**src/include/rtd_pkg.sv**
```systemverilog
// Purpose: Constants and carrier types for the transmitter driver configuration bank
// Assumes: Byte-wide register port, single clock
// Notes: Offsets are the printed register addresses
`default_nettype none
package rtd_pkg;
	localparam logic [7:0] ADDR_DRIVER_MODE = 8'h28;
	localparam logic [7:0] ADDR_CARRIER_AMPLITUDE = 8'h29;
	localparam logic [7:0] ADDR_MODULATION_CONTROL = 8'h2A;
	localparam logic [7:0] ADDR_OVERSHOOT_AND_LOAD = 8'h2B;
	// Writable bit masks; reserved bits read zero
	localparam logic [7:0] MASK_DRIVER_MODE = 8'hCF;
	localparam logic [7:0] MASK_CARRIER_AMPLITUDE = 8'hDF;
	// Reset values
	localparam logic [7:0] RST_DRIVER_MODE = 8'h00;
	localparam logic [7:0] RST_CARRIER_AMPLITUDE = 8'h00;
	localparam logic [7:0] RST_MODULATION_CONTROL = 8'h00;
	localparam logic [7:0] RST_OVERSHOOT_AND_LOAD = 8'h00;
	// Field positions
	localparam int POS_SECOND_POL = 7;
	localparam int POS_FIRST_POL = 6;
	localparam int POS_OUTPUT_ON = 3;
	localparam int POS_FULL_SWING = 3;
	localparam int POS_MOD_POL = 2;
	// Output style codes
	localparam logic [2:0] STYLE_OPEN_DRAIN = 3'h0;
	localparam logic [2:0] STYLE_PUSH_PULL = 3'h1;
	localparam logic [2:0] STYLE_HIGH_Z = 3'h2;
	localparam logic [2:0] STYLE_UNSUPPORTED_A = 3'h3;
	localparam logic [2:0] STYLE_FIXED_HIGH = 3'h4;
	localparam logic [2:0] STYLE_FIXED_LOW = 3'h5;
	localparam logic [2:0] STYLE_UNSUPPORTED_B = 3'h6;
	// Modulation source codes
	localparam logic [1:0] SRC_NONE = 2'h0;
	localparam logic [1:0] SRC_ENVELOPE = 2'h1;
	localparam logic [1:0] SRC_EXTERNAL = 2'h2;
	// Carrier reduction in mV per level code
	localparam logic [10:0] DROP_MV_0 = 11'h064;
	localparam logic [10:0] DROP_MV_1 = 11'h0FA;
	localparam logic [10:0] DROP_MV_2 = 11'h1F4;
	localparam logic [10:0] DROP_MV_3 = 11'h3E8;

	// Register port request
	typedef struct packed {
		logic [7:0] addr;
		logic [7:0] wdata;
		logic wr;
		logic rd;
	} rtd_req_t;

	// Analog control word handed to the driver stage
	typedef struct packed {
		logic full_swing;
		logic [10:0] carrier_drop_mv;
		logic [4:0] residual_level;
		logic [3:0] load_current_trim;
		logic [3:0] overshoot_len_first;
		logic [3:0] overshoot_len_second;
	} rtd_analog_t;
endpackage : rtd_pkg
`default_nettype wire

```
**src/hw/rtd_bank.sv**
```systemverilog
// Purpose: Transmitter driver configuration registers and antenna pin control
// Assumes: One clock; modulation inputs already synchronous except the external pin
// Notes: Overshoot pulse is counted in system clocks standing in for carrier clocks
//
// The address-and-strobe port was decided locally.
`default_nettype none

// Contract
// (RULE_01) Driver-on bit enables both antenna outputs; off means neither is driven.
// (RULE_02) Second-output polarity bit inverts the second antenna pin.
// (RULE_03) First-output polarity bit inverts the first antenna pin.
// (RULE_04) Software never writes output style codes 011b or 110b.
// (RULE_05) Output style picks open-drain, push-pull, high-Z, fixed high or fixed low.
// (RULE_06) Carrier level code 0..3 lowers amplitude 100, 250, 500, 1000 mV.
// (RULE_07) Full-swing bit drives maximum amplitude, ignoring carrier level code.
// (RULE_08) Modulation polarity bit inverts the selected modulation signal.
// (RULE_09) Source code: 00 none, 01 envelope, 10 external input, 11 reserved.
// (RULE_10) Overshoot modulation lasts second-length field carrier periods.
// (RULE_11) Load register upper nibble holds first overshoot length for phase one.
// (RULE_12) Load current trim nibble adjusts the modulation index.
// (RULE_13) Residual level field sets the residual carrier during modulation.
// (RULE_14) Reserved bits read zero and ignore writes.
module rtd_bank (
	input wire logic clock,
	input wire logic rst,
	input wire rtd_pkg::rtd_req_t req,
	output logic [7:0] rdata,
	input wire logic internal_envelope_signal,
	input wire logic external_modulation_input,
	output logic antenna_drive_a_out,
	output logic antenna_drive_a_oe,
	output logic antenna_drive_b_out,
	output logic antenna_drive_b_oe,
	output logic modulation_active,
	output logic overshoot_active,
	output rtd_pkg::rtd_analog_t analog
);
	import rtd_pkg::*;

	logic [7:0] driver_mode;
	logic [7:0] carrier_amplitude;
	logic [7:0] modulation_control;
	logic [7:0] overshoot_and_load;
	logic ext_meta;
	logic ext_sync;
	logic mod_sel;
	logic mod_prev;
	logic [3:0] os_count;
	logic os_phase_first;
	logic [2:0] style;
	logic drive_a;
	logic drive_b;
	logic next_a_out;
	logic next_a_oe;
	logic next_b_out;
	logic next_b_oe;

	// Register writes; reserved bits masked so they stay zero
	always_ff @(posedge clock) begin
		if (rst) begin
			driver_mode <= RST_DRIVER_MODE;
			carrier_amplitude <= RST_CARRIER_AMPLITUDE;
			modulation_control <= RST_MODULATION_CONTROL;
			overshoot_and_load <= RST_OVERSHOOT_AND_LOAD;
		end else if (req.wr) begin
			case (req.addr)
				ADDR_DRIVER_MODE: driver_mode <= req.wdata & MASK_DRIVER_MODE; // RULE_14
				ADDR_CARRIER_AMPLITUDE: carrier_amplitude <= req.wdata & MASK_CARRIER_AMPLITUDE; // RULE_14
				ADDR_MODULATION_CONTROL: modulation_control <= req.wdata;
				ADDR_OVERSHOOT_AND_LOAD: overshoot_and_load <= req.wdata;
				default: ;
			endcase
		end
	end

	// Read data one cycle after the strobe; unmapped addresses answer zero
	always_ff @(posedge clock) begin
		if (rst) begin
			rdata <= 8'h00;
		end else if (req.rd) begin
			case (req.addr)
				ADDR_DRIVER_MODE: rdata <= driver_mode;
				ADDR_CARRIER_AMPLITUDE: rdata <= carrier_amplitude;
				ADDR_MODULATION_CONTROL: rdata <= modulation_control;
				ADDR_OVERSHOOT_AND_LOAD: rdata <= overshoot_and_load;
				default: rdata <= 8'h00;
			endcase
		end else begin
			rdata <= 8'h00;
		end
	end

	// External modulation pin passes two flops before use
	always_ff @(posedge clock) begin
		if (rst) begin
			ext_meta <= 1'b0;
			ext_sync <= 1'b0;
		end else begin
			ext_meta <= external_modulation_input;
			ext_sync <= ext_meta;
		end
	end

	// Source pick and polarity; the reserved code acts as no modulation
	always_comb begin
		case (modulation_control[1:0])
			SRC_ENVELOPE: mod_sel = internal_envelope_signal; // RULE_09
			SRC_EXTERNAL: mod_sel = ext_sync; // RULE_09
			default: mod_sel = 1'b0; // RULE_09
		endcase
	end

	// Registered modulation so the pins change on a clean edge
	always_ff @(posedge clock) begin
		if (rst) begin
			modulation_active <= 1'b0;
			mod_prev <= 1'b0;
		end else begin
			modulation_active <= mod_sel ^ modulation_control[POS_MOD_POL]; // RULE_08
			mod_prev <= mod_sel;
		end
	end

	// Overshoot pulse after each modulation edge: first length on the falling
	// side, second length on the rising side; a length of zero gives no pulse
	always_ff @(posedge clock) begin
		if (rst) begin
			os_count <= 4'h0;
			os_phase_first <= 1'b0;
		end else if (mod_sel & ~mod_prev) begin
			os_count <= modulation_control[7:4]; // RULE_10
			os_phase_first <= 1'b0;
		end else if (~mod_sel & mod_prev) begin
			os_count <= overshoot_and_load[7:4]; // RULE_11
			os_phase_first <= 1'b1;
		end else if (os_count != 4'h0) begin
			os_count <= os_count - 4'h1;
		end
	end

	always_ff @(posedge clock) begin
		if (rst) begin
			overshoot_active <= 1'b0;
		end else begin
			overshoot_active <= (os_count != 4'h0); // RULE_10
		end
	end

	// Analog settings word held in flops
	always_ff @(posedge clock) begin
		if (rst) begin
			analog <= '0;
		end else begin
			analog.full_swing <= modulation_control[POS_FULL_SWING]; // RULE_07
			if (modulation_control[POS_FULL_SWING]) begin
				analog.carrier_drop_mv <= 11'h000; // RULE_07
			end else begin
				case (carrier_amplitude[7:6])
					2'h0: analog.carrier_drop_mv <= DROP_MV_0; // RULE_06
					2'h1: analog.carrier_drop_mv <= DROP_MV_1; // RULE_06
					2'h2: analog.carrier_drop_mv <= DROP_MV_2; // RULE_06
					default: analog.carrier_drop_mv <= DROP_MV_3; // RULE_06
				endcase
			end
			analog.residual_level <= carrier_amplitude[4:0]; // RULE_13
			analog.load_current_trim <= overshoot_and_load[3:0]; // RULE_12
			analog.overshoot_len_first <= overshoot_and_load[7:4]; // RULE_11
			analog.overshoot_len_second <= modulation_control[7:4]; // RULE_10
		end
	end

	// Pin level before style: carrier gated low by modulation, with polarity
	assign style = driver_mode[2:0];
	assign drive_a = ~modulation_active ^ driver_mode[POS_FIRST_POL]; // RULE_03
	assign drive_b = ~modulation_active ^ driver_mode[POS_SECOND_POL]; // RULE_02

	// Output style; unsupported codes fall back to high impedance as a safe state
	always_comb begin
		next_a_out = 1'b0;
		next_a_oe = 1'b0;
		next_b_out = 1'b0;
		next_b_oe = 1'b0;
		if (driver_mode[POS_OUTPUT_ON]) begin // RULE_01
			case (style)
				STYLE_OPEN_DRAIN: begin // RULE_05
					next_a_oe = ~drive_a;
					next_b_oe = ~drive_b;
				end
				STYLE_PUSH_PULL: begin // RULE_05
					next_a_out = drive_a;
					next_b_out = drive_b;
					next_a_oe = 1'b1;
					next_b_oe = 1'b1;
				end
				STYLE_FIXED_HIGH: begin // RULE_05
					next_a_out = 1'b1;
					next_b_out = 1'b1;
					next_a_oe = 1'b1;
					next_b_oe = 1'b1;
				end
				STYLE_FIXED_LOW: begin // RULE_05
					next_a_oe = 1'b1;
					next_b_oe = 1'b1;
				end
				default: ; // High-Z and the codes software must not use (RULE_04)
			endcase
		end
	end

	always_ff @(posedge clock) begin
		if (rst) begin
			antenna_drive_a_out <= 1'b0;
			antenna_drive_a_oe <= 1'b0;
			antenna_drive_b_out <= 1'b0;
			antenna_drive_b_oe <= 1'b0;
		end else begin
			antenna_drive_a_out <= next_a_out;
			antenna_drive_a_oe <= next_a_oe;
			antenna_drive_b_out <= next_b_out;
			antenna_drive_b_oe <= next_b_oe;
		end
	end

	// Checks on the antenna pins
	// Driver off must release both pins whatever the style
	a_off_no_drive: assert property (@(posedge clock) disable iff (rst) // RULE_01
		!driver_mode[POS_OUTPUT_ON] |=> !antenna_drive_a_oe && !antenna_drive_b_oe)
		else $error("antenna driven while driver off");
	// Push-pull drives both pins every cycle
	a_pushpull_both_on: assert property (@(posedge clock) disable iff (rst) // RULE_05
		driver_mode[POS_OUTPUT_ON] && style == STYLE_PUSH_PULL |=> antenna_drive_a_oe && antenna_drive_b_oe)
		else $error("push-pull did not drive both pins");
	// Second pin follows its polarity bit
	a_second_polarity: assert property (@(posedge clock) disable iff (rst) // RULE_02
		driver_mode[POS_OUTPUT_ON] && style == STYLE_PUSH_PULL |=> antenna_drive_b_out == $past(drive_b))
		else $error("second pin polarity wrong");
	// First pin level worked out from the polarity bit and the modulation level
	a_first_polarity: assert property (@(posedge clock) disable iff (rst) // RULE_03
		driver_mode[POS_OUTPUT_ON] && style == STYLE_PUSH_PULL
		|=> antenna_drive_a_out == ($past(driver_mode[POS_FIRST_POL]) ^ ~$past(modulation_active)))
		else $error("first pin polarity wrong");

	// Open drain only ever pulls low
	a_open_drain_low: assert property (@(posedge clock) disable iff (rst) // RULE_05
		driver_mode[POS_OUTPUT_ON] && style == STYLE_OPEN_DRAIN
		|=> !antenna_drive_a_out && !antenna_drive_b_out && antenna_drive_a_oe == !$past(drive_a))
		else $error("open drain pin level wrong");
	// High-Z and the codes software must avoid leave both pins released
	a_high_z_release: assert property (@(posedge clock) disable iff (rst) // RULE_05
		driver_mode[POS_OUTPUT_ON] && (style == STYLE_HIGH_Z || style == STYLE_UNSUPPORTED_A
		|| style == STYLE_UNSUPPORTED_B) |=> !antenna_drive_a_oe && !antenna_drive_b_oe)
		else $error("released style still drives");
	// Fixed high ignores modulation
	a_fixed_high: assert property (@(posedge clock) disable iff (rst) // RULE_05
		driver_mode[POS_OUTPUT_ON] && style == STYLE_FIXED_HIGH
		|=> antenna_drive_a_oe && antenna_drive_b_oe && antenna_drive_a_out && antenna_drive_b_out)
		else $error("fixed high level wrong");
	// Fixed low ignores modulation
	a_fixed_low: assert property (@(posedge clock) disable iff (rst) // RULE_05
		driver_mode[POS_OUTPUT_ON] && style == STYLE_FIXED_LOW
		|=> antenna_drive_a_oe && antenna_drive_b_oe && !antenna_drive_a_out && !antenna_drive_b_out)
		else $error("fixed low level wrong");

	// Checks on the analog settings word
	// Full swing forces zero reduction
	a_full_swing_wins: assert property (@(posedge clock) disable iff (rst) // RULE_07
		modulation_control[POS_FULL_SWING] |=> analog.carrier_drop_mv == 11'h000)
		else $error("full swing did not override level");
	// Full swing flag copies the register bit
	a_swing_flag: assert property (@(posedge clock) disable iff (rst) // RULE_07
		1'b1 |=> analog.full_swing == $past(modulation_control[POS_FULL_SWING]))
		else $error("full swing flag wrong");
	// Level code 0 gives the smallest reduction
	a_level_min_drop: assert property (@(posedge clock) disable iff (rst) // RULE_06
		!modulation_control[POS_FULL_SWING] && carrier_amplitude[7:6] == 2'h0 |=> analog.carrier_drop_mv == DROP_MV_0)
		else $error("carrier drop code 0 wrong");
	// Level code 1
	a_level_code_one: assert property (@(posedge clock) disable iff (rst) // RULE_06
		!modulation_control[POS_FULL_SWING] && carrier_amplitude[7:6] == 2'h1 |=> analog.carrier_drop_mv == DROP_MV_1)
		else $error("carrier drop code 1 wrong");
	// Level code 2
	a_level_code_two: assert property (@(posedge clock) disable iff (rst) // RULE_06
		!modulation_control[POS_FULL_SWING] && carrier_amplitude[7:6] == 2'h2 |=> analog.carrier_drop_mv == DROP_MV_2)
		else $error("carrier drop code 2 wrong");
	// Level code 3 gives the largest reduction
	a_level_max_drop: assert property (@(posedge clock) disable iff (rst) // RULE_06
		!modulation_control[POS_FULL_SWING] && carrier_amplitude[7:6] == 2'h3 |=> analog.carrier_drop_mv == DROP_MV_3)
		else $error("carrier drop code 3 wrong");
	// Residual carrier level passes through unchanged
	a_residual_copy: assert property (@(posedge clock) disable iff (rst) // RULE_13
		1'b1 |=> analog.residual_level == $past(carrier_amplitude[4:0]))
		else $error("residual level wrong");
	// Load current trim passes through unchanged
	a_trim_copy: assert property (@(posedge clock) disable iff (rst) // RULE_12
		1'b1 |=> analog.load_current_trim == $past(overshoot_and_load[3:0]))
		else $error("load current trim wrong");
	// First overshoot length passes through unchanged
	a_first_len_copy: assert property (@(posedge clock) disable iff (rst) // RULE_11
		1'b1 |=> analog.overshoot_len_first == $past(overshoot_and_load[7:4]))
		else $error("first overshoot length wrong");
	// Second overshoot length passes through unchanged
	a_second_len_copy: assert property (@(posedge clock) disable iff (rst) // RULE_10
		1'b1 |=> analog.overshoot_len_second == $past(modulation_control[7:4]))
		else $error("second overshoot length copy wrong");

	// Checks on the modulation path
	// No source leaves only the polarity bit
	a_no_source_idle: assert property (@(posedge clock) disable iff (rst) // RULE_09
		modulation_control[1:0] == SRC_NONE |=> modulation_active == $past(modulation_control[POS_MOD_POL]))
		else $error("modulation present with no source");
	// Reserved source behaves as no modulation
	a_reserved_source: assert property (@(posedge clock) disable iff (rst) // RULE_09
		modulation_control[1:0] == 2'h3 |=> modulation_active == $past(modulation_control[POS_MOD_POL]))
		else $error("reserved source modulates");
	// Envelope source with polarity
	a_mod_polarity: assert property (@(posedge clock) disable iff (rst) // RULE_08
		modulation_control[1:0] == SRC_ENVELOPE
		|=> modulation_active == ($past(internal_envelope_signal) ^ $past(modulation_control[POS_MOD_POL])))
		else $error("modulation polarity wrong");
	// External source after the synchroniser, with polarity
	a_external_source: assert property (@(posedge clock) disable iff (rst) // RULE_09
		modulation_control[1:0] == SRC_EXTERNAL
		|=> modulation_active == ($past(ext_sync) ^ $past(modulation_control[POS_MOD_POL])))
		else $error("external source path wrong");

	// Checks on the overshoot pulse
	// Rising source edge with a nonzero second length raises the pulse
	a_overshoot_len: assert property (@(posedge clock) disable iff (rst) // RULE_10
		mod_sel && !mod_prev && modulation_control[7:4] != 4'h0 |=> ##1 overshoot_active)
		else $error("second overshoot length wrong");
	// Falling source edge with a nonzero first length raises the pulse
	a_fall_overshoot: assert property (@(posedge clock) disable iff (rst) // RULE_11
		!mod_sel && mod_prev && overshoot_and_load[7:4] != 4'h0 |=> ##1 overshoot_active)
		else $error("first overshoot length wrong");

	// Reserved bits never hold a one and read back as zero
	a_reserved_zero: assert property (@(posedge clock) disable iff (rst) // RULE_14
		(driver_mode[5:4] == 2'h0) && (carrier_amplitude[5] == 1'b0))
		else $error("reserved bits not zero");
	// Read of the mode register shows the reserved pair as zero
	a_read_reserved: assert property (@(posedge clock) disable iff (rst) // RULE_14
		req.rd && req.addr == ADDR_DRIVER_MODE |=> rdata[5:4] == 2'h0)
		else $error("reserved bits read back set");

	// Main scenarios worth seeing at least once
	c_push_pull: cover property (@(posedge clock) antenna_drive_a_oe && antenna_drive_b_oe && antenna_drive_a_out);
	c_fixed_low: cover property (@(posedge clock) style == STYLE_FIXED_LOW && antenna_drive_a_oe);
	c_overshoot: cover property (@(posedge clock) overshoot_active && os_phase_first);
	c_external_mod: cover property (@(posedge clock) modulation_control[1:0] == SRC_EXTERNAL && modulation_active);
	c_open_drain: cover property (@(posedge clock) style == STYLE_OPEN_DRAIN && antenna_drive_a_oe);
endmodule : rtd_bank
`default_nettype wire

```
**config.mk**
```make
export PLATFORM = sky130hd
export DESIGN_NAME = rtd_bank
export DESIGN_NICKNAME = d
export VERILOG_FILES = /design/src/include/rtd_pkg.sv /design/src/hw/rtd_bank.sv
export SDC_FILE = /design/constraint.sdc
export NUM_CORES = 1
export LEC_CHECK = 0
export ABC_AREA = 1
export BUFFER_PORTS_ARGS = -buffer_cell sky130_fd_sc_hd__buf_2
export CAP_MARGIN = 20
export CORE_ASPECT_RATIO = 1.1
export CORE_UTILIZATION = 40
export DETAILED_ROUTE_END_ITERATION = 10
export MAX_ROUTING_LAYER = met4
export PLACE_DENSITY = 0.69
export SYNTH_ARGS = -nofsm -noshare
export SYNTH_HDL_FRONTEND = slang
export SYNTH_SLANG_ARGS = --single-unit
```
**constraint.sdc**
```tcl
create_clock -name clock -period 4.3 [get_ports clock]
set_clock_uncertainty 0.2 [all_clocks]
set_input_delay 0.86 -clock clock [delete_from_list [all_inputs] [get_ports clock]]
set_output_delay 0.86 -clock clock [all_outputs]
set_load 0.01 [all_outputs]
```
Word-level counts from Yosys, hierarchy flattened

Index checks and enable logic that the tools add are counted.

Bits in registers: 79
Input port bits: 22
Output and inout port bits: 43
Word-level logic and storage cells: 67

$add $sub $neg: 1
Equality and inequality tests: 11
Multiplexer cells: 10
Bitwise operators: 12
Reductions and logical operators: 12

Operators with widths:

| kind                                                                  | count |
|---|---|
| 8-bit by 6-bit equality test with 1-bit output, second input constant | 4 |
| 8-bit case mux with 4 select lines                                    | 1 |
| 10-bit case mux with 3 select lines                                   | 1 |
| 4-bit two-way mux                                                     | 3 |
| 1-bit case mux with 2 select lines                                    | 5 |
| 2-bit AND reduction                                                   | 4 |
| 1-bit NOT                                                             | 7 |
| 3-bit equality test, second input constant                            | 2 |
| 2-bit OR reduction                                                    | 3 |
| 2-bit by 1-bit equality test with 1-bit output, second input constant | 2 |
| 2-bit equality test, second input constant                            | 2 |
| 4-bit nonzero test                                                    | 1 |
| 4-bit by 1-bit subtractor with 4-bit output, second input constant    | 1 |
| 3-bit by 1-bit equality test with 1-bit output, second input constant | 1 |
| 3-bit zero test                                                       | 1 |
| 3-bit nonzero test                                                    | 1 |
| 3-bit OR reduction                                                    | 1 |
| 1-bit bitwise XOR                                                     | 3 |
| 1-bit AND                                                             | 2 |
| 2-bit zero test                                                       | 1 |

Depth between registers and ports, before layout

Gate-level depths: netlist of run 1.

Depth after elaboration: 6
Gate-level depth with buffers: 11

Least setup slack after synthesis of run 1

Ideal clock, no wire load.

Path kind: in2reg
Start point: input port internal_envelope_signal
End point: register os_count[0]
Library setup time: 0.122 ns
Arrival: 1.748 ns
Required time: 3.978 ns
Slack: 2.230 ns
Stages: 7
Path buffers: 0
Cell sequence: inv_1 > o22ai_1 > nand2_1 > ha_1 > nand4_1 > o21ai_0 > a21oi_1

Word-level cells in the longest chain between the ends: 5

RTL lines:

| what                                   | line            | text |
|---|---|---|
| start: declaration                     | rtd_bank.sv:28  | `input wire logic internal_envelope_signal,` |
| 1-bit case mux with 2 select lines (*) | rtd_bank.sv:106 | `case (modulation_control[1:0])` |
| 1-bit NOT                              | rtd_bank.sv:133 | `end else if (~mod_sel & mod_prev) begin` |
| 1-bit AND                              | rtd_bank.sv:133 |  |
| 4-bit two-way mux                      | rtd_bank.sv:133 |  |
| 4-bit two-way mux                      | rtd_bank.sv:130 | `end else if (mod_sel & ~mod_prev) begin` |
| end signal: assignment                 | rtd_bank.sv:131 | `os_count <= modulation_control[7:4];` |
| end signal: assignment                 | rtd_bank.sv:134 | `os_count <= overshoot_and_load[7:4];` |
| end signal: assignment                 | rtd_bank.sv:137 | `os_count <= os_count - 4'h1;` |
| end: declaration                       | rtd_bank.sv:48  | `logic [3:0] os_count;` |

Every way passes the cells marked *; elsewhere a longest branch is shown, timed or not.
A chain may end at the register's enable or synchronous reset.

Final worst setup path of run 1

Start point: input port rst
End point: register rdata[5]

Word-level cells in the longest chain between the ends: 1

RTL lines:

| what                                | line           | text |
|---|---|---|
| start: declaration                  | rtd_bank.sv:25 | `input wire logic rst,` |
| 2-bit OR reduction (no source line) | --             |  |
| end signal: assignment              | rtd_bank.sv:82 | `ADDR_DRIVER_MODE: rdata <= driver_mode;` |
| end signal: assignment              | rtd_bank.sv:83 | `ADDR_CARRIER_AMPLITUDE: rdata <= carrier_amplitude;` |
| end signal: assignment              | rtd_bank.sv:84 | `ADDR_MODULATION_CONTROL: rdata <= modulation_control;` |
| end: declaration                    | rtd_bank.sv:27 | `output logic [7:0] rdata,` |

No other way between the ends.

==> results of run 1 <==
## placed cells by master (no fill, tap or decap), types with 5 or more instances in the layout
| cell type | Yosys | final |
|---|---|---|
| nand4_1 | 5 | 5 |
| nand3_1 | 21 | 21 |
| clkbuf_8 | 0 | 10 |
| a21oi_1 | 39 | 39 |
| ha_1 | 11 | 11 |
| nor2_1 | 47 | 47 |
| nand2_1 | 22 | 22 |
| inv_1 | 58 | 58 |
| o21ai_0 | 43 | 43 |
| dfxtp_1 | 76 | 76 |
| buf_2 | 0 | 62 |
## metrics by stage
step / cell area (um^2) / instances / power [mW] / hold WS [ns]
finish: 3506 / 511 / 1.411 / 0.2194
global route: 3506 / 511 / 1.478 / 0.2550
CTS: 3506 / 511 / 1.415 / 0.2303
detailed placement: 3322 / 496 / 0.8997 / 0.2279
global placement: 3322 / 496 / 0.8942 / 0.2246
floorplan: 3007 / 363 / 0.8578 / 0.1883
## worst max-delay path, delay by kind of cell
| kind | cells | cell delay, ns |
|---|---|---|
| buffers and inverters | 2 | 0.92 |
| AND/OR/NAND/NOR | 3 | 0.46 |
| AO/OA/AOI/OAI | 1 | 0.19 |
## state kept, by name, summed over array words and instances, names as in the netlist, 4 cells and up
register and flops:
modulation_control 8, carrier_amplitude 7, overshoot_and_load 8, analog 26
rdata 8, driver_mode 6, os_count 4
## per-layer routing
| layer | share of wire | wire length [um] | vias up | GRT usage |
|---|---|---|---|---|
| met5 | 0 | 0 | - | - |
| met4 | 0.027 | 170 | 0 | 0.1059 |
| met3 | 0.053 | 342 | 15 | 0.04189 |
| met2 | 0.46 | 2928 | 75 | 0.2757 |
| met1 | 0.46 | 2973 | 1086 | 0.2195 |
| li1 | - | - | 1286 | - |
## power by group through the flow
stage               combinational (mW)  clock, mW  sequential (mW)
floorplan                        0.106          0            0.752
finish                           0.152      0.525            0.734
CTS                              0.150      0.531            0.734
detailed placement               0.150          0            0.750
global route                     0.171      0.570            0.737
global placement                 0.144          0            0.750
## kinds of logic (layout without fill, tap and decap cells)
family                     Yosys count  in the layout  synth area share
other                                1              2          0.001249
buffers and inverters               72            135            0.1062
and+or+nand+nor                    109            109            0.1779
adders and majority gates           11             11           0.04583
xor gates and xnor gates             3              3          0.008752
DFF                                 76             76            0.5067
AOI/OAI and AO/OA                   90             90            0.1533
## how the worst min path moves through the flow
stage | to | slack, ns | depth (start not counted)
3_5_place_dp | ext_sync | 0.23 | 2
3_3_place_gp | analog[23] | 0.22 | 1
4_1_cts | ext_sync | 0.23 | 2
6_report | ext_sync | 0.22 | 2
5_1_grt | ext_sync | 0.25 | 2
2_1_floorplan | ext_sync | 0.19 | 2
## final cells by class
class | instances | area share
timing repair buffer | 62 | 0.08851
clock inverter | 2 | 0.009993
clock buffer | 13 | 0.04247
multi-input combinational | 215 | 0.3326
inverter | 58 | 0.06210
sequential | 76 | 0.4340
tap | 85 | 0.03034
==> impl_metrics.yaml, run 1 <==
outcome:
  status: "completed"
global_route:
  grt_first_pass_wirelength_mm: 10.63
  overflow: 0
  grt_max_degree: 36
  antenna_found_initial: 0
  grt_usage: 0.1810
  grt_pass1_vias: 2319
synth:
  syn_inst: 362
  synthesis.area_mm2: 0.003003
  synthTopCellsByArea: "dfxtp_1 51%, inv_1 7.2%, o21ai_0 7.2%"
  synth_ff_type: "dfxtp_1"
  synth_top_cell_by_area: "dfxtp_1"
  yosysSeqAreaShare: 0.5067
  synth_most_common_cell: "dfxtp_1"
  synth_edf_count: 0
  synth_top_area_frac: 0.5067
  async_reset_ff_frac: 0
  synth_seq_cells: 76
  yosysWarningCount: 0
  synth.avg_cell_area_um2: 8.295
  yosys-top-cells-count: "76 x dfxtp_1, 58 x inv_1, 47 x nor2_1"
  yosysUniqueCellTypes: 30
power:
  p_leak_nw: 1.548
  clkPwrFrac: 0.372
  powerDensity_mw_per_mm2: 402.5
  seqPwrFrac: 0.520
  ir_drop_mv: 0.2396
  internal_power_mw: 1.064
  swShare: 0.2463
  power_switching_mw: 0.3476
  combPwrFrac: 0.108
setup_path:
  worstSetupEndpointType: "register"
  cp.arrival_ns: 2.43
  critical_path_class: "in2reg"
  crit_top_cell: "nand2_1"
  endpoint: "rdata[5]"
  r2r-start: "modulation_control[1]"
  rrSetupSlack_ns: 2.31
  reg2reg_to: "os_count[2]"
  startpoint: "rst"
  crit_chain: "buf_2 > inv_1 > nand2_1 > nor2_1 > nand2_1 > a21oi_1"
  reg2regPathDepth: 9
  cp-start-kind: "input port"
  crit_fanout: 35
  slowest_delay_ns: 0.68
  cp_slowest_cell: "inv_1"
  crit_required_ns: 4.37
clocking:
  postCtsResizedCells: 0
  cts_tree: "done"
  cts-buffers-inserted: 9
  clock_latency_ns: 0.35
  cts-root-buf: "clkbuf_8"
  cts.clk_slew.worst_paths_ns: 0.08
  cts_setup_buffers: 0
  ctsHoldBuffers: 0
  htreeDepth: 3
  clockBufferDepth: 2
  clock_sinks: 76
sta:
  hold_violations: 0
  max_clock_freq_mhz: 422.5
  slew_headroom: 0.4431
  finalCritPeriodShare: 0.5505
  worst_slew_pin_slew_ns: 0.8344
  rsz0062_at_grt: "false"
  maxSlewViolCount: 0
  setup_slack_ns: 1.933
  fin_crit_ns: 2.367
  setup_violations: 0
  tns_ns: 0
layout:
  ff_latch_area_mm2: 0.001521
  final_nets: 455
  num-fill-cells: 714
  drive_above_1_share: 0.2019
  final_util: 0.4919
  multi_input_area_mm2: 0.001166
  diodes: 0
  syn_to_final_growth_pct: 16.75
placed_design:
  gp_congestion: 0.9094
  port_buffers: 62
  dp_hpwl_mm: 4.722
  pre_cts_ws_ns: 1.634
floorplanning:
  core_area_mm2: 0.007127
  start_util: 0.4213
  die_w_um: 84.61
  row_count: 32
  pin_count: 65
  fp.dieH_um: 92.87
  dieArea_mm2: 0.007858
drt:
  wl_mm: 6.414
  drtAntennaViolNets: 0
  drt-initial-drc-count: 159
  avgViaCountPerCell: 4.818
  vias: 2462
  drc_errors: 0
  detail_route.wl_per_cell_um: 12.55
  first_pass_iters: 6
flow_run:
  cap_violations: 0
hold_path:
  holdCritPathClass: "reg2reg"
  worstHoldStart: "ext_meta"
Power figures use the tool's default switching activity.
==> inputs of run 2 (changes only) <==
--- a/config.mk
+++ b/config.mk
@@ -5,7 +5,7 @@
 export SDC_FILE = /design/constraint.sdc
 export NUM_CORES = 1
 export LEC_CHECK = 0
-export ABC_AREA = 1
+export ABC_AREA = 0
 export BUFFER_PORTS_ARGS = -buffer_cell sky130_fd_sc_hd__buf_2
 export CAP_MARGIN = 20
 export CORE_ASPECT_RATIO = 1.1
==> constraint.sdc (replaced) <==
create_clock -name clock -period 2.33 [get_ports clock]
set_clock_uncertainty 0.2 [all_clocks]
set_input_delay 0.466 -clock clock [delete_from_list [all_inputs] [get_ports clock]]
set_output_delay 0.466 -clock clock [all_outputs]
set_load 0.01 [all_outputs]
==> run 2 against run 1 <==
Non-clock buffer count increased by 5. Final area rose by 3.9%. Wire length decreased by 7.6%. Count of clock-buffer cells in the layout decreased by 4. Global-route usage is 1.6 points lower. Critical path depth increased by 1. Hold slack worse by 0.10 ns. Die area is 1.6% higher. Sequential power rose by 87%. Utilization decreased by 0.19 points. Clock power up 110%. Synthesized cell count shrank 23%.
==> impl_metrics.yaml, run 2 <==
outcome:
  status: "completed"
layout:
  largest_reg_flops: 26
  largest_register: "analog"
  mostFrequentLayoutCell: "dfxtp_1"
  syn_to_final_growth_pct: 19.30
  final_nets: 376
  diodes: 0
  drive_above_1_share: 0.2816
  layout_common_cells: "76 x dfxtp_1, 62 x buf_2, 42 x nand2b_1"
  final_util: 0.4901
clocking:
  cts-root-buf: "clkbuf_8"
  htreeDepth: 3
  cts-buffers-inserted: 9
  cts_setup_buffers: 0
  clock_sinks: 76
  postCtsResizedCells: 0
  cts.clk_slew.worst_paths_ns: 0.08
  clock_latency_ns: 0.36
  cts_tree: "done"
  clockBufferDepth: 2
  ctsHoldBuffers: 0
synth:
  synth_seq_cells: 76
  synth_most_common_cell: "dfxtp_1"
  synthTopCellsByArea: "dfxtp_1 50%, mux2i_1 9.8%, nand2b_1 8.6%"
  synth_ff_type: "dfxtp_1"
  yosysUniqueCellTypes: 46
  synth_edf_count: 0
  async_reset_ff_frac: 0
  synthesis.area_mm2: 0.003053
  yosysWarningCount: 0
  synth_top_cell_by_area: "dfxtp_1"
  synth_top_area_frac: 0.4984
  synth.avg_cell_area_um2: 10.94
  syn_inst: 279
  yosys-top-cells-count: "76 x dfxtp_1, 42 x nand2b_1, 30 x mux2i_1"
  yosysSeqAreaShare: 0.4984
floorplanning:
  core_area_mm2: 0.007432
  pin_count: 65
  start_util: 0.4108
  die_w_um: 85.30
  fp.dieH_um: 93.63
  row_count: 33
  dieArea_mm2: 0.007986
drt:
  drtAntennaViolNets: 0
  drt-initial-drc-count: 102
  wl_mm: 5.924
  first_pass_iters: 4
  vias: 2096
  drc_errors: 0
  detail_route.wl_per_cell_um: 13.62
  avgViaCountPerCell: 4.818
placed_design:
  dp_hpwl_mm: 4.175
  gp_congestion: 0.8741
  port_buffers: 62
power:
  seqPwrFrac: 0.493
  swShare: 0.2472
  powerDensity_mw_per_mm2: 760.9
  combPwrFrac: 0.104
  internal_power_mw: 2.086
  p_total_mw: 2.772
  clkPwrFrac: 0.402
  power_switching_mw: 0.6852
  ir_drop_mv: 0.3461
  p_leak_nw: 1.789
setup_path:
  cp.arrival_ns: 2.29
  crit_fanout: 4
  critical_path_class: "reg2reg"
  cp-start-kind: "register"
  worstSetupEndpointType: "register"
  crit_required_ns: 2.40
sta:
  max_clock_freq_mhz: 449.5
  hold_violations: 0
  finalCritPeriodShare: 0.9548
  whs_ns: 0.1145
  fin_crit_ns: 2.225
  maxSlewViolCount: 0
  setup_violations: 0
global_route:
  grt_max_degree: 42
  antenna_found_initial: 0
  grt_pass1_vias: 1953
  grt_first_pass_wirelength_mm: 9.501
  overflow: 0
  grt_usage: 0.1653
hold_path:
  holdCritPathClass: "in2reg"
flow_run:
  cap_violations: 0
==> run 2: power by group through the flow <==
stage | Sequential (mW) | Combinational, mW | Clock, mW
after CTS | 1.37 | 0.271 | 1.14
after floorplan | 1.39 | 0.195 | 0
after global routing | 1.37 | 0.327 | 1.21
final | 1.37 | 0.289 | 1.12
after global placement | 1.40 | 0.259 | 0
after detailed placement | 1.40 | 0.269 | 0
==> run 2: area by class of cell <==
class,count,area (um^2)
Fill cell,682,3790
Sequential cell,76,1521
Multi-Input combinational cell,162,1326
Timing Repair Buffer,67,360.3
Clock buffer,9,123.9
Tap cell,87,108.9
Inverter,27,101.3
Clock inverter,7,100.1
==> run 2: metrics by stage <==
step	cell area, um^2	std cells	setup slack, ns	setup TNS [ns]
after detailed placement	3411	418	0.1560	0
after floorplan	3057	280	0.3107	0
after global routing	3642	435	-0.01197	-0.01197
final	3642	435	0.1052	0
after CTS	3635	434	0.1127	0
after global placement	3411	418	0.2140	0
==> run 2: worst paths after layout <==
| kind | start | end | slack (ns) | cells after the start |
|---|---|---|---|---|
| min | external_modulation_input | ext_meta | 0.11 | 2 |
| max | modulation_control[0] | os_count[0] | 0.11 | 7 |
| min reg2reg | ext_meta | ext_sync | 0.24 | 1 |
| max reg2reg | modulation_control[0] | os_count[0] | 0.11 | 7 |
==> run 2: routing by layer <==
layer	share of wire	track usage	up-vias
li1	-	-	1058
met1	0.45	0.1938	976
met2	0.49	0.2655	50
met3	0.035	0.03530	12
met4	0.027	0.09167	0
met5	0	-	-
==> run 2: logic make-up after synthesis <==
family,after synthesis,share of synthesized area
and+or+nand+nor,88,0.1865
buffers and inverters,42,0.06844
xor gates and xnor gates,3,0.008608
DFF,76,0.4984
adders and majority gates,11,0.04508
muxes,37,0.1475
other,1,0.001228
AOI/OAI and AO/OA,21,0.04426
==> run 2: worst max-delay path, stage by stage (launching register included) <==
cell and delay [ns]:
dfxtp_1 0.38, inv_1 0.06, ha_1 0.31, or2_2 0.33, ha_1 0.29, nand4bb_1 0.17
o21a_1 0.18, o32ai_1 0.21
